`src/ndc_regs.svh`:
```
// ndc_regs.svh: command codes, register offsets and field positions of the
// direct command decoder.
// assumes: included by the decoder module and the action model only.
`ifndef NDC_REGS_SVH
`define NDC_REGS_SVH

// command codes
`define NDC_CMD_DEFAULT_A   8'hc0
`define NDC_CMD_DEFAULT_B   8'hc1
`define NDC_CMD_STOP_A      8'hc2
`define NDC_CMD_STOP_B      8'hc3
`define NDC_CMD_TX_CRC      8'hc4
`define NDC_CMD_TX_NOCRC    8'hc5
`define NDC_CMD_TX_REQA     8'hc6
`define NDC_CMD_TX_WUPA     8'hc7
`define NDC_CMD_FLD_INIT    8'hc8
`define NDC_CMD_FLD_RESP    8'hc9
`define NDC_CMD_SENSE       8'hcd
`define NDC_CMD_SLEEP       8'hce
`define NDC_CMD_MASK_RX     8'hd0
`define NDC_CMD_UNMASK_RX   8'hd1
`define NDC_CMD_AM_TOGGLE   8'hd2
`define NDC_CMD_MEAS_AMP    8'hd3
`define NDC_CMD_RX_GAIN     8'hd5
`define NDC_CMD_ADJ_REG     8'hd6
`define NDC_CMD_CAL_DRV     8'hd8
`define NDC_CMD_MEAS_PHASE  8'hd9
`define NDC_CMD_CLR_RSSI    8'hda
`define NDC_CMD_CLR_FIFO    8'hdb
`define NDC_CMD_TRANSP      8'hdc
`define NDC_CMD_CAL_CAP     8'hdd
`define NDC_CMD_MEAS_CAP    8'hde
`define NDC_CMD_MEAS_SUP    8'hdf
`define NDC_CMD_TMR_GP      8'he0
`define NDC_CMD_TMR_WAKE    8'he1
`define NDC_CMD_TMR_MASK    8'he2
`define NDC_CMD_TMR_NRSP    8'he3
`define NDC_CMD_TMR_PEER    8'he4
`define NDC_CMD_TMR_NRSTOP  8'he8
`define NDC_CMD_SPACE_B     8'hfb
`define NDC_CMD_TEST        8'hfc

// register offsets
`define NDC_REG_CMD         4'h0
`define NDC_REG_OPCTL       4'h1
`define NDC_REG_STATUS      4'h2
`define NDC_REG_DONE        4'h3

// operation control bits
`define NDC_OP_EN           0
`define NDC_OP_RX_EN        1
`define NDC_OP_TX_EN        2
`define NDC_OP_WAKEUP       3
`define NDC_OPCTL_RESET     8'h00

// status bits
`define NDC_ST_BUSY         0
`define NDC_ST_CHAIN        1
`define NDC_ST_IRQ_END      2
`define NDC_ST_REFUSED      3
`define NDC_ST_OSC_TEMP     4
`define NDC_ST_SPACE_B      5
`define NDC_ST_TEST         6
`define NDC_ST_TRANSP       7

// one-hot action vector width
`define NDC_ACT_W           32
`define NDC_ACT_W_LOG       5

`endif

```
`src/ndc_pkg.sv`:
```
// ndc_pkg.sv: types of the direct command decoder.
// assumes: ndc_regs.svh is in the include path.
`default_nettype none
package ndc_pkg;
  typedef enum logic [1:0] {
    NDC_IDLE = 2'b00,
    NDC_RUN  = 2'b01
  } ndc_state_e;
endpackage : ndc_pkg
`default_nettype wire

```
`src/ndc_direct_command_decoder.sv`:
```
// ndc_direct_command_decoder.sv: decodes one-byte direct commands, checks
// the operation control bits, and pulses the matching action line.
// assumes: register port master per house bus; long actions report done.
//
// Implementation choices: the register offsets and the strobed register port.
`include "ndc_regs.svh"
`timescale 1ns/10ps
`default_nettype none

module ndc_direct_command_decoder
(
  // clock and reset
  input  wire logic                      SYS_CLK,
  input  wire logic                      RST_N,
  // register port
  input  wire logic [3:0]                REG_ADDR,
  input  wire logic [7:0]                REG_WDATA,
  input  wire logic                      REG_WR,
  input  wire logic                      REG_RD,
  output var  logic [7:0]                REG_RDATA,
  // action strobes, one bit per command slot
  output var  logic [`NDC_ACT_W-1:0]     ACT_PULSE,
  // completion of long-running actions
  input  wire logic                      ACT_DONE,
  // command end interrupt request pulse
  output var  logic                      CMD_IRQ,
  // oscillator held on for a power-down measurement
  output var  logic                      OSC_TEMP_EN,
  // level outputs
  output var  logic                      CHAIN_OK,
  output var  logic                      BUSY
);

  // ---------------------------------------------------------------
  // decode table
  // ---------------------------------------------------------------
  // per code: slot, needs en, rx_en, tx_en, no-wakeup, chain, irq
  logic [7:0] opctl;
  logic [7:0] status;
  ndc_pkg::ndc_state_e state;
  logic [`NDC_ACT_W_LOG-1:0] run_slot;
  logic                      run_irq;
  logic                      run_osc;

  wire        cmd_wr   = REG_WR && (REG_ADDR == `NDC_REG_CMD);
  wire        opctl_wr = REG_WR && (REG_ADDR == `NDC_REG_OPCTL);
  wire [7:0]  code     = REG_WDATA;

  logic [`NDC_ACT_W_LOG-1:0] d_slot;
  logic d_valid, d_en, d_rx, d_tx, d_nowu, d_chain, d_irq, d_all;

  // table, unassigned codes fall to not valid
  always_comb
  begin
    d_valid = 1'b1;
    d_slot  = '0;
    d_en    = 1'b1;
    d_rx    = 1'b0;
    d_tx    = 1'b0;
    d_nowu  = 1'b0;
    d_chain = 1'b1;
    d_irq   = 1'b0;
    d_all   = 1'b0;
    case (code)
      `NDC_CMD_DEFAULT_A, `NDC_CMD_DEFAULT_B:
      begin
        d_slot = 5'd0; d_all = 1'b1; d_chain = 1'b0;
      end
      `NDC_CMD_STOP_A, `NDC_CMD_STOP_B: d_slot = 5'd1;
      `NDC_CMD_TX_CRC:    d_slot = 5'd2;
      `NDC_CMD_TX_NOCRC:  d_slot = 5'd3;
      `NDC_CMD_TX_REQA:
      begin
        d_slot = 5'd4; d_tx = 1'b1;
      end
      `NDC_CMD_TX_WUPA:
      begin
        d_slot = 5'd5; d_tx = 1'b1;
      end
      `NDC_CMD_FLD_INIT:
      begin
        d_slot = 5'd6; d_irq = 1'b1;
      end
      `NDC_CMD_FLD_RESP:
      begin
        d_slot = 5'd7; d_irq = 1'b1;
      end
      `NDC_CMD_SENSE:
      begin
        d_slot = 5'd8; d_rx = 1'b1;
      end
      `NDC_CMD_SLEEP:
      begin
        d_slot = 5'd9; d_rx = 1'b1;
      end
      `NDC_CMD_MASK_RX:
      begin
        d_slot = 5'd10; d_all = 1'b1;
      end
      `NDC_CMD_UNMASK_RX:
      begin
        d_slot = 5'd11; d_all = 1'b1;
      end
      `NDC_CMD_AM_TOGGLE:
      begin
        d_slot = 5'd12; d_tx = 1'b1;
      end
      `NDC_CMD_MEAS_AMP:
      begin
        d_slot = 5'd13; d_all = 1'b1; d_chain = 1'b0; d_irq = 1'b1;
      end
      `NDC_CMD_RX_GAIN:
      begin
        d_slot = 5'd14; d_chain = 1'b0;
      end
      `NDC_CMD_ADJ_REG:
      begin
        d_slot = 5'd15; d_chain = 1'b0; d_irq = 1'b1;
      end
      `NDC_CMD_CAL_DRV:
      begin
        d_slot = 5'd16; d_chain = 1'b0;
      end
      `NDC_CMD_MEAS_PHASE:
      begin
        d_slot = 5'd17; d_all = 1'b1; d_chain = 1'b0; d_irq = 1'b1;
      end
      `NDC_CMD_CLR_RSSI:  d_slot = 5'd18;
      `NDC_CMD_CLR_FIFO:  d_slot = 5'd19;
      `NDC_CMD_TRANSP:
      begin
        d_slot = 5'd20; d_chain = 1'b0;
      end
      `NDC_CMD_CAL_CAP:
      begin
        d_slot = 5'd21; d_all = 1'b1; d_chain = 1'b0; d_irq = 1'b1;
      end
      `NDC_CMD_MEAS_CAP:
      begin
        d_slot = 5'd22; d_all = 1'b1; d_chain = 1'b0; d_irq = 1'b1;
      end
      `NDC_CMD_MEAS_SUP:
      begin
        d_slot = 5'd23; d_chain = 1'b0; d_irq = 1'b1;
      end
      `NDC_CMD_TMR_GP:    d_slot = 5'd24;
      `NDC_CMD_TMR_WAKE:
      begin
        d_slot = 5'd25; d_all = 1'b1; d_nowu = 1'b1;
      end
      `NDC_CMD_TMR_MASK:  d_slot = 5'd26;
      `NDC_CMD_TMR_NRSP:  d_slot = 5'd27;
      `NDC_CMD_TMR_PEER:  d_slot = 5'd28;
      `NDC_CMD_TMR_NRSTOP: d_slot = 5'd29;
      `NDC_CMD_SPACE_B:
      begin
        d_slot = 5'd30; d_all = 1'b1;
      end
      `NDC_CMD_TEST:
      begin
        d_slot = 5'd31; d_all = 1'b1;
      end
      default: d_valid = 1'b0;
    endcase
  end

  // ---------------------------------------------------------------
  // acceptance
  // ---------------------------------------------------------------
  // operation bits gate acceptance
  wire need_ok = d_all ||
                 ((!d_en || opctl[`NDC_OP_EN]) &&
                  (!d_rx || opctl[`NDC_OP_RX_EN]) &&
                  (!d_tx || opctl[`NDC_OP_TX_EN]));
  // wake-up timer refused in wakeup mode
  wire wu_ok   = !(d_nowu && opctl[`NDC_OP_WAKEUP]);
  // further commands while a long one runs are dropped
  wire idle    = (state == ndc_pkg::NDC_IDLE);
  wire accept  = cmd_wr && d_valid && need_ok && wu_ok && idle;
  wire refuse  = cmd_wr && !accept;
  // set default also clears operation control
  wire do_dflt = accept && (d_slot == 5'd0);
  // oscillator held on while measuring amplitude or phase in power-down
  wire osc_tmp = accept && !opctl[`NDC_OP_EN] &&
                 ((d_slot == 5'd13) || (d_slot == 5'd17));

  // ---------------------------------------------------------------
  // action strobes
  // ---------------------------------------------------------------
  // one decode per slot; a single register keeps one driver on the port
  wire [`NDC_ACT_W-1:0] next_act;
  genvar gi;
  generate
    for (gi = 0; gi < `NDC_ACT_W; gi++)
    begin : g_act
      assign next_act[gi] = accept && (d_slot == (`NDC_ACT_W_LOG)'(gi));
    end
  endgenerate

  always_ff @(posedge SYS_CLK)
  begin
    if (!RST_N)
      ACT_PULSE <= '0;
    else
      ACT_PULSE <= next_act;
  end

  // ---------------------------------------------------------------
  // sequencing of long commands
  // ---------------------------------------------------------------
  always_ff @(posedge SYS_CLK)
  begin
    if (!RST_N)
    begin
      state    <= ndc_pkg::NDC_IDLE;
      run_slot <= '0;
      run_irq  <= 1'b0;
      run_osc  <= 1'b0;
    end
    else if (state == ndc_pkg::NDC_IDLE)
    begin
      // irq commands hold busy until done
      if (accept && d_irq)
        state <= ndc_pkg::NDC_RUN;
      if (accept)
      begin
        run_slot <= d_slot;
        run_irq  <= d_irq;
        run_osc  <= osc_tmp;
      end
    end
    else if (ACT_DONE)
    begin
      state   <= ndc_pkg::NDC_IDLE;
      run_osc <= 1'b0;
    end
  end

  wire finish = (state == ndc_pkg::NDC_RUN) && ACT_DONE;

  // ---------------------------------------------------------------
  // registers and outputs
  // ---------------------------------------------------------------
  wire [7:0] next_status = {
    (accept && (d_slot == 5'd20)) | status[`NDC_ST_TRANSP],
    (accept && (d_slot == 5'd31)) | status[`NDC_ST_TEST],
    (accept && (d_slot == 5'd30)) | status[`NDC_ST_SPACE_B],
    osc_tmp | (run_osc && !finish),
    refuse,
    accept ? d_irq : status[`NDC_ST_IRQ_END],
    accept ? d_chain : status[`NDC_ST_CHAIN],
    (accept && d_irq) | (!idle && !finish)
  };

  wire [7:0] rd_mux =
    (REG_ADDR == `NDC_REG_OPCTL)  ? opctl :
    (REG_ADDR == `NDC_REG_STATUS) ? status :
    (REG_ADDR == `NDC_REG_DONE)   ? {3'h0, run_slot} : 8'h00;

  always_ff @(posedge SYS_CLK)
  begin
    if (!RST_N || do_dflt)
    begin
      opctl       <= `NDC_OPCTL_RESET;
      status      <= 8'h00;
      REG_RDATA   <= 8'h00;
      CMD_IRQ     <= 1'b0;
      OSC_TEMP_EN <= 1'b0;
      CHAIN_OK    <= 1'b0;
      BUSY        <= 1'b0;
    end
    else
    begin
      if (opctl_wr)
        opctl <= REG_WDATA;
      status      <= next_status;
      REG_RDATA   <= REG_RD ? rd_mux : 8'h00;
      // interrupt on completion of long command
      CMD_IRQ     <= finish && run_irq;
      OSC_TEMP_EN <= next_status[`NDC_ST_OSC_TEMP];
      // chain flag follows last accepted command
      CHAIN_OK    <= next_status[`NDC_ST_CHAIN];
      BUSY        <= next_status[`NDC_ST_BUSY];
    end
  end

  // ---------------------------------------------------------------
  // checks
  // ---------------------------------------------------------------
  property p_reserved_quiet;
    @(posedge SYS_CLK) disable iff (!RST_N)
    (cmd_wr && !d_valid) |=> (ACT_PULSE == '0);
  endproperty
  a_reserved_quiet: assert property (p_reserved_quiet)
    else $error("reserved code produced an action");

  property p_en_gate;
    @(posedge SYS_CLK) disable iff (!RST_N)
    (cmd_wr && code == `NDC_CMD_TX_CRC && !opctl[`NDC_OP_EN]) |=>
      !ACT_PULSE[2];
  endproperty
  a_en_gate: assert property (p_en_gate)
    else $error("transmit accepted without en");

  property p_tx_gate;
    @(posedge SYS_CLK) disable iff (!RST_N)
    (cmd_wr && code == `NDC_CMD_TX_REQA && !opctl[`NDC_OP_TX_EN]) |=>
      !ACT_PULSE[4];
  endproperty
  a_tx_gate: assert property (p_tx_gate)
    else $error("REQA accepted without tx_en");

  property p_rx_gate;
    @(posedge SYS_CLK) disable iff (!RST_N)
    (cmd_wr && code == `NDC_CMD_SLEEP && !opctl[`NDC_OP_RX_EN]) |=>
      !ACT_PULSE[9];
  endproperty
  a_rx_gate: assert property (p_rx_gate)
    else $error("sleep accepted without rx_en");

  property p_wake_refused;
    @(posedge SYS_CLK) disable iff (!RST_N)
    (cmd_wr && code == `NDC_CMD_TMR_WAKE && opctl[`NDC_OP_WAKEUP]) |=>
      !ACT_PULSE[25];
  endproperty
  a_wake_refused: assert property (p_wake_refused)
    else $error("wake-up timer started in wakeup mode");

  property p_mask_any;
    @(posedge SYS_CLK) disable iff (!RST_N)
    (cmd_wr && idle && code == `NDC_CMD_MASK_RX) |=> ACT_PULSE[10];
  endproperty
  a_mask_any: assert property (p_mask_any)
    else $error("mask receive not accepted");

  property p_irq_end;
    @(posedge SYS_CLK) disable iff (!RST_N)
    (state == ndc_pkg::NDC_RUN && ACT_DONE && run_irq) |=> CMD_IRQ;
  endproperty
  a_irq_end: assert property (p_irq_end)
    else $error("no interrupt at completion");

  property p_no_chain_meas;
    @(posedge SYS_CLK) disable iff (!RST_N)
    (accept && code == `NDC_CMD_MEAS_AMP) |=> (!CHAIN_OK && BUSY);
  endproperty
  a_no_chain_meas: assert property (p_no_chain_meas)
    else $error("amplitude measure chainable or not busy");

  property p_osc_temp;
    @(posedge SYS_CLK) disable iff (!RST_N)
    (accept && code == `NDC_CMD_MEAS_PHASE && !opctl[`NDC_OP_EN]) |=>
      OSC_TEMP_EN;
  endproperty
  a_osc_temp: assert property (p_osc_temp)
    else $error("oscillator not held for measurement");

  property p_dflt;
    @(posedge SYS_CLK) disable iff (!RST_N)
    do_dflt |=> (opctl == `NDC_OPCTL_RESET && !CMD_IRQ);
  endproperty
  a_dflt: assert property (p_dflt)
    else $error("set default left state");

  c_long: cover property (@(posedge SYS_CLK) disable iff (!RST_N)
    accept && d_irq ##[1:20] CMD_IRQ);
  c_refuse: cover property (@(posedge SYS_CLK) disable iff (!RST_N)
    refuse);
  c_chain: cover property (@(posedge SYS_CLK) disable iff (!RST_N)
    accept && d_chain ##1 accept);

endmodule : ndc_direct_command_decoder
`default_nettype wire

```
`config.mk`:
```
export PLATFORM = sky130hd
export DESIGN_NAME = ndc_direct_command_decoder
export DESIGN_NICKNAME = d
export VERILOG_FILES = /design/src/ndc_pkg.sv /design/src/ndc_direct_command_decoder.sv
export VERILOG_INCLUDE_DIRS = /design/src
export SDC_FILE = /design/constraint.sdc
export NUM_CORES = 1
export LEC_CHECK = 0
export ABC_AREA = 1
export ABC_CLOCK_PERIOD_IN_PS = 3500
export BUFFER_PORTS_ARGS = -buffer_cell sky130_fd_sc_hd__clkbuf_2
export CAP_MARGIN = 20
export CORE_UTILIZATION = 45
export CTS_BUF_LIST = sky130_fd_sc_hd__clkbuf_8
export DETAILED_ROUTE_END_ITERATION = 8
export GPL_TIMING_DRIVEN = 0
export PLACE_DENSITY = 0.72
export SKIP_LAST_GASP = 1
export SLEW_MARGIN = 20
export SYNTH_ARGS = -nofsm -noshare
export SYNTH_HDL_FRONTEND = slang
export SYNTH_SLANG_ARGS = --single-unit
export TNS_END_PERCENT = 20
```
`constraint.sdc`:
```
create_clock -name SYS_CLK -period 3.5 [get_ports SYS_CLK]
set_input_delay 0.175 -clock SYS_CLK [delete_from_list [all_inputs] [get_ports SYS_CLK]]
set_output_delay 0.175 -clock SYS_CLK [all_outputs]
set_load 0.02 [all_outputs]
```
Word level (Yosys, flattened, before mapping):

Cells that the tools add are included.

* add/subtract/negate cells: 0
* multiply operators: 0
* div/mod/pow operators: 0
* $lt $le $gt $ge: 0
* equality and inequality tests: 71
* shift operators: 0
* muxes and demuxes: 18
* bitwise logic cells: 6
* reduce and logical (&&, ||, !) cells: 77

Operators by type and width (number)
* $eq 8x8->1 const B: 34
* $pmux 5 s31: 1
* $eq 5x5->1 const B: 16
* $logic_and 1x1->1: 49
* $eq 5x4->1 const B: 8
* $reduce_or 34->1: 1
* $reduce_or 11->1: 2
* $eq 5x3->1 const B: 4
* $mux 8: 2
* $mux 1: 11
* $eq 5x2->1 const B: 2
* $eq 4x2->1 const B: 2
* $logic_not 1->1: 8
* $reduce_or 8->1: 1
* $mux 2: 3
* $reduce_and 2->1: 3
* $reduce_or 2->1: 3
* $eq 5x1->1 const B: 1
* $logic_not 5->1: 1
* $logic_or 1x1->1: 5
* $mux 5: 1
* $or 1x1->1: 5
* $eq 4x1->1 const B: 1
* $logic_not 4->1: 1
* other kinds (6): 7

* flip-flop bits (word level): 69
* latch bits: 0
* RAM bits: 0
* memory bits (read-only): 0
* input bits: 17
* output and inout port bits: 44
* logic and storage cells: 185
* memories kept: 0

Depth between registers and ports, before layout:

* word-level depth: 15
* mapped depth: 17

Worst setup path before layout:

OpenSTA, ideal clock, no wires.

* path kind: input-to-reg
* start: input port REG_WDATA[1]
* end: register REG_RDATA[0]
* setup time: 0.116 ns
* arrival: 1.589 ns
* data required time: 3.384 ns
* path slack: 1.795 ns
* stages on the path: 14
* path buffers: 1
* cell sequence: buf_6 > inv_6 > nand2_1 > nor2_2 > o21ai_4 > nand2_2 > nor2_1 > nand2_1 > nor2_2 > nand3_2 > nand2_2 > nand2_8 > nand2_8 > nor2_2

* word-level cells in the longest chain between the ends: 14

Ends and longest elaborated chain
* start, declared: RTL line ndc_direct_command_decoder.sv:17 `input wire logic [7:0] REG_WDATA,`
* $eq 8x8->1: RTL line ndc_direct_command_decoder.sv:64 `case (code)`
* $reduce_or 2->1 (no source line)
* $mux 1: RTL line ndc_direct_command_decoder.sv:64
* $logic_not 1->1: RTL line ndc_direct_command_decoder.sv:173 `` (!d_rx || opctl[`NDC_OP_RX_EN]) && ``
* $logic_or 1x1->1: RTL line ndc_direct_command_decoder.sv:173
* $logic_and 1x1->1 (2 in series): RTL line ndc_direct_command_decoder.sv:172 `` ((!d_en || opctl[`NDC_OP_EN]) && ``
* $logic_or 1x1->1: RTL line ndc_direct_command_decoder.sv:171 `wire need_ok = d_all ||`
* $logic_and 1x1->1 (3 in series): RTL line ndc_direct_command_decoder.sv:179 `wire accept = cmd_wr && d_valid && need_ok && wu_ok && idle;`
* $logic_and 1x1->1 (*): RTL line ndc_direct_command_decoder.sv:182 `wire do_dflt = accept && (d_slot == 5'd0);`
* $logic_or 1x1->1 (*): RTL line ndc_direct_command_decoder.sv:262 `if (!RST_N || do_dflt)`
* $reduce_or 2->1 (no source line) (*)
* end signal, assigned: RTL line ndc_direct_command_decoder.sv:277 `REG_RDATA <= REG_RD ? rd_mux : 8'h00;`
* end, declared: RTL line ndc_direct_command_decoder.sv:20 `output var logic [7:0] REG_RDATA,`

Mark *: on every way between the ends. The rest lies on a longest branch, timed or not.
A chain may end at the register's enable or synchronous reset.

Final worst setup path:

* start: input port REG_WDATA[4]
* end: register ACT_PULSE[19]

* word-level cells in the longest chain between the ends: 12

Ends and longest elaborated chain
* parallel branches: the longest is 11 deep, another holds $pmux 5 s31
* $logic_and 1x1->1 (*): RTL line ndc_direct_command_decoder.sv:196 `` assign next_act[gi] = accept && (d_slot == (`NDC_ACT_W_LOG)'(gi)); ``
* end signal, assigned: RTL line ndc_direct_command_decoder.sv:205 `ACT_PULSE <= next_act;`
* end, declared: RTL line ndc_direct_command_decoder.sv:22 `` output var logic [`NDC_ACT_W-1:0] ACT_PULSE, ``

Every way passes the cells marked *.

==> impl_metrics.env <==
export IMPL_io_pins=61
export IMPL_synth_top_cell_by_area="dfxtp_1"
export IMPL_final_common_cell="nand2_1"
export IMPL_worstPathArrival_ps=2130
export IMPL_final_hold_viol_count=0
export IMPL_path_max_fanout=10
export IMPL_grt_max_degree=13
export IMPL_skew_ps=11.7
export IMPL_power_total_mw=1.46
export IMPL_totalWireLength_mm=7.67
export IMPL_num_antenna_cells=0
export IMPL_p_per_area_mw_per_mm2=392
export IMPL_multi_input_area_mm2=0.00154
export IMPL_leakage_nw=1.85
export IMPL_fin_crit_sh=0.531
export IMPL_drt_iter0_markers=156
export IMPL_hp_class="in -> reg"
export IMPL_layout_drive_gt1_share=0.266
export IMPL_initial_utilization=0.464
export IMPL_ys_seq_area_frac=0.415
export IMPL_maxSlewHeadroom=0.334
export IMPL_outcome="finished, final reports clean"
export IMPL_path_class="in -> reg"
export IMPL_numCtsBuffers=9
export IMPL_finalSetupTns_ps=0
export IMPL_async_flop_share=0
export IMPL_slew_violations=0
export IMPL_drt_pass1_iter_count=5
export IMPL_gp_congestion=0.972
export IMPL_yosys_top_cells_area="dfxtp_1, nand2_1, nor2_1"
export IMPL_die_h_um=85.5
export IMPL_vias=2928
export IMPL_maxCapViolCount=0
export IMPL_fmax_ghz=0.538
export IMPL_rows=30
export IMPL_syn_area_mm2=0.00314
export IMPL_cp_cell_sequence="clkbuf_2 > inv_1 > nand2_1 > nor2_2 > nand2_1 > nand2_1 > nor2_1 > nand2_1 > nor2_1 > nand2_1 > nand2_2 > nand2_4 > nand2_8 > nor2_8 > nand2_4 > buf_6 > nor2_2"
export IMPL_synth_top_cell_area_share=0.415
export IMPL_overflow=0
export IMPL_drc_errors=0
export IMPL_path_common_cell="nand2_1"
export IMPL_synth_area_per_cell_um2=6.94
export IMPL_fin_nets=539
export IMPL_crit_path_end_kind="flop"
export IMPL_clkSinkCount=65
export IMPL_synth_fp_nets=469
export IMPL_synth_ff_type="dfxtp_1"
export IMPL_cts_resized=0
export IMPL_antenna_found_initial=0
export IMPL_grt_usage=0.222
export IMPL_final_core_util=0.551
export IMPL_port_buffer_count=59
export IMPL_clock_latency_ps=340
export IMPL_crit_slowest_cell="nor2_2"
export IMPL_viasPerCell=4.82
export IMPL_antenna_left=0
export IMPL_dpl_hpwl_mm=5.90
export IMPL_design_die_area_mm2=0.00731
export IMPL_grt_pass1_wl_mm=12.5
export IMPL_clockBufferDepth=2
export IMPL_hold_buffers=0
export IMPL_crit_required_ps=3770
export IMPL_ys_warnings_count=0
export IMPL_die_w_um=85.5
export IMPL_htreeDepth=3
export IMPL_layout_common_cells="nand2_1, nor2_1, dfxtp_1"
export IMPL_max_stage_delay_ps=340
export IMPL_cts_setup_buffers=0
export IMPL_layout_area_overhead_vs_synth_pct=18.6
export IMPL_synth_edf_count=0
export IMPL_period_needed_ps=1860
export IMPL_netlist_instances=452
export IMPL_clkSlewWorstSetupHoldPaths_ps=70
export IMPL_cts_tree="done"
export IMPL_peakVddDrop_uv=210
export IMPL_clock_root_buffer="clkbuf_8"
export IMPL_fillers=686
export IMPL_ys_ff_latch=65
export IMPL_rsz0062_at_grt="no"
export IMPL_timing_hold_ws_ps=81.6
export IMPL_start_kind="input port"
export IMPL_avgRoutedWirePerCell_um=12.6
export IMPL_setup_viol=0
export IMPL_yosys_cell_types_count=29
export IMPL_seqCellArea_mm2=0.00130
export IMPL_tightest_slew_ps=989
export IMPL_core_mm2=0.00676
export IMPL_grt_pass1_vias=2676
[flip-flops by register name, summed over array words and instances, names as in the netlist]
register   cells
CMD_IRQ        1
run_osc        1
run_slot       5
REG_RDATA      8
state          1
opctl          8
run_irq        1
status         8
ACT_PULSE     32
[stage by stage]
stage                     std cells  worst slack [ps]  area, um^2
after detailed placement        591              1310        3530
after floorplan                 452              1790        3140
after CTS                       607              1650        3720
after global routing            607              1410        3720
after global placement          591              1300        3530
final                           607              1640        3720
[cells by family after synthesis]
family	count (synthesis)	synth area share
flip-flops	65	0.415
AO/OA/AOI/OAI	36	0.0674
buffers and inverters	66	0.0933
AND/OR/NAND/NOR	285	0.425
[final timing paths]
path / from / end / slack [ps] / depth (start not counted)
worst min-delay path: ACT_DONE / CMD_IRQ / 80 / 3
worst max-delay path: REG_WDATA[4] / ACT_PULSE[19] / 1640 / 17
worst min register to register: run_irq / CMD_IRQ / 440 / 2
worst max register to register: opctl[2] / ACT_PULSE[19] / 1970 / 11
[synthesized netlist by cell type, types with 2 or more instances]
library cell	instances
nand2_4	5
dfxtp_1	65
o22ai_1	8
o21a_1	2
and3_1	2
buf_6	5
nand2_2	9
o21ai_0	13
nor2_1	80
nor2_2	32
nand2_8	3
inv_2	5
nand2_1	128
nand4_1	5
a21oi_1	10
nand3_1	15
inv_1	53
[cell type report]
| cell class | instances | share of cell area |
|---|---|---|
| buffer | 6 | 0.0161 |
| clock buffer | 11 | 0.0407 |
| clock inverter | 5 | 0.0101 |
| inverter | 60 | 0.0625 |
| multi-input combinational | 321 | 0.415 |
| sequential | 65 | 0.350 |
| tap | 80 | 0.0269 |
| timing repair buffer | 59 | 0.0793 |
[critical path, delay by kind of cell]
kind / cells / cell delay [ps]
buffers and inverters: 3 / 390
AND/OR/NAND/NOR: 14 / 1570
[layer usage]
metal / GRT usage / share of wire / wire length, um
met1: 0.285 / 0.46 / 3510
met5: 0 / 0 / 0
met3: 0.0587 / 0.067 / 511
met2: 0.367 / 0.46 / 3560
met4: 0.0682 / 0.013 / 97
[power breakdown]
| part | internal [mW] | switching (mW) | leakage, nW |
|---|---|---|---|
| clock network | 0.298 | 0.298 | 0.0919 |
| registers | 0.742 | 0.00219 | 0.524 |
| logic | 0.0324 | 0.0850 | 1.24 |
Power figures use the tool's default switching activity.
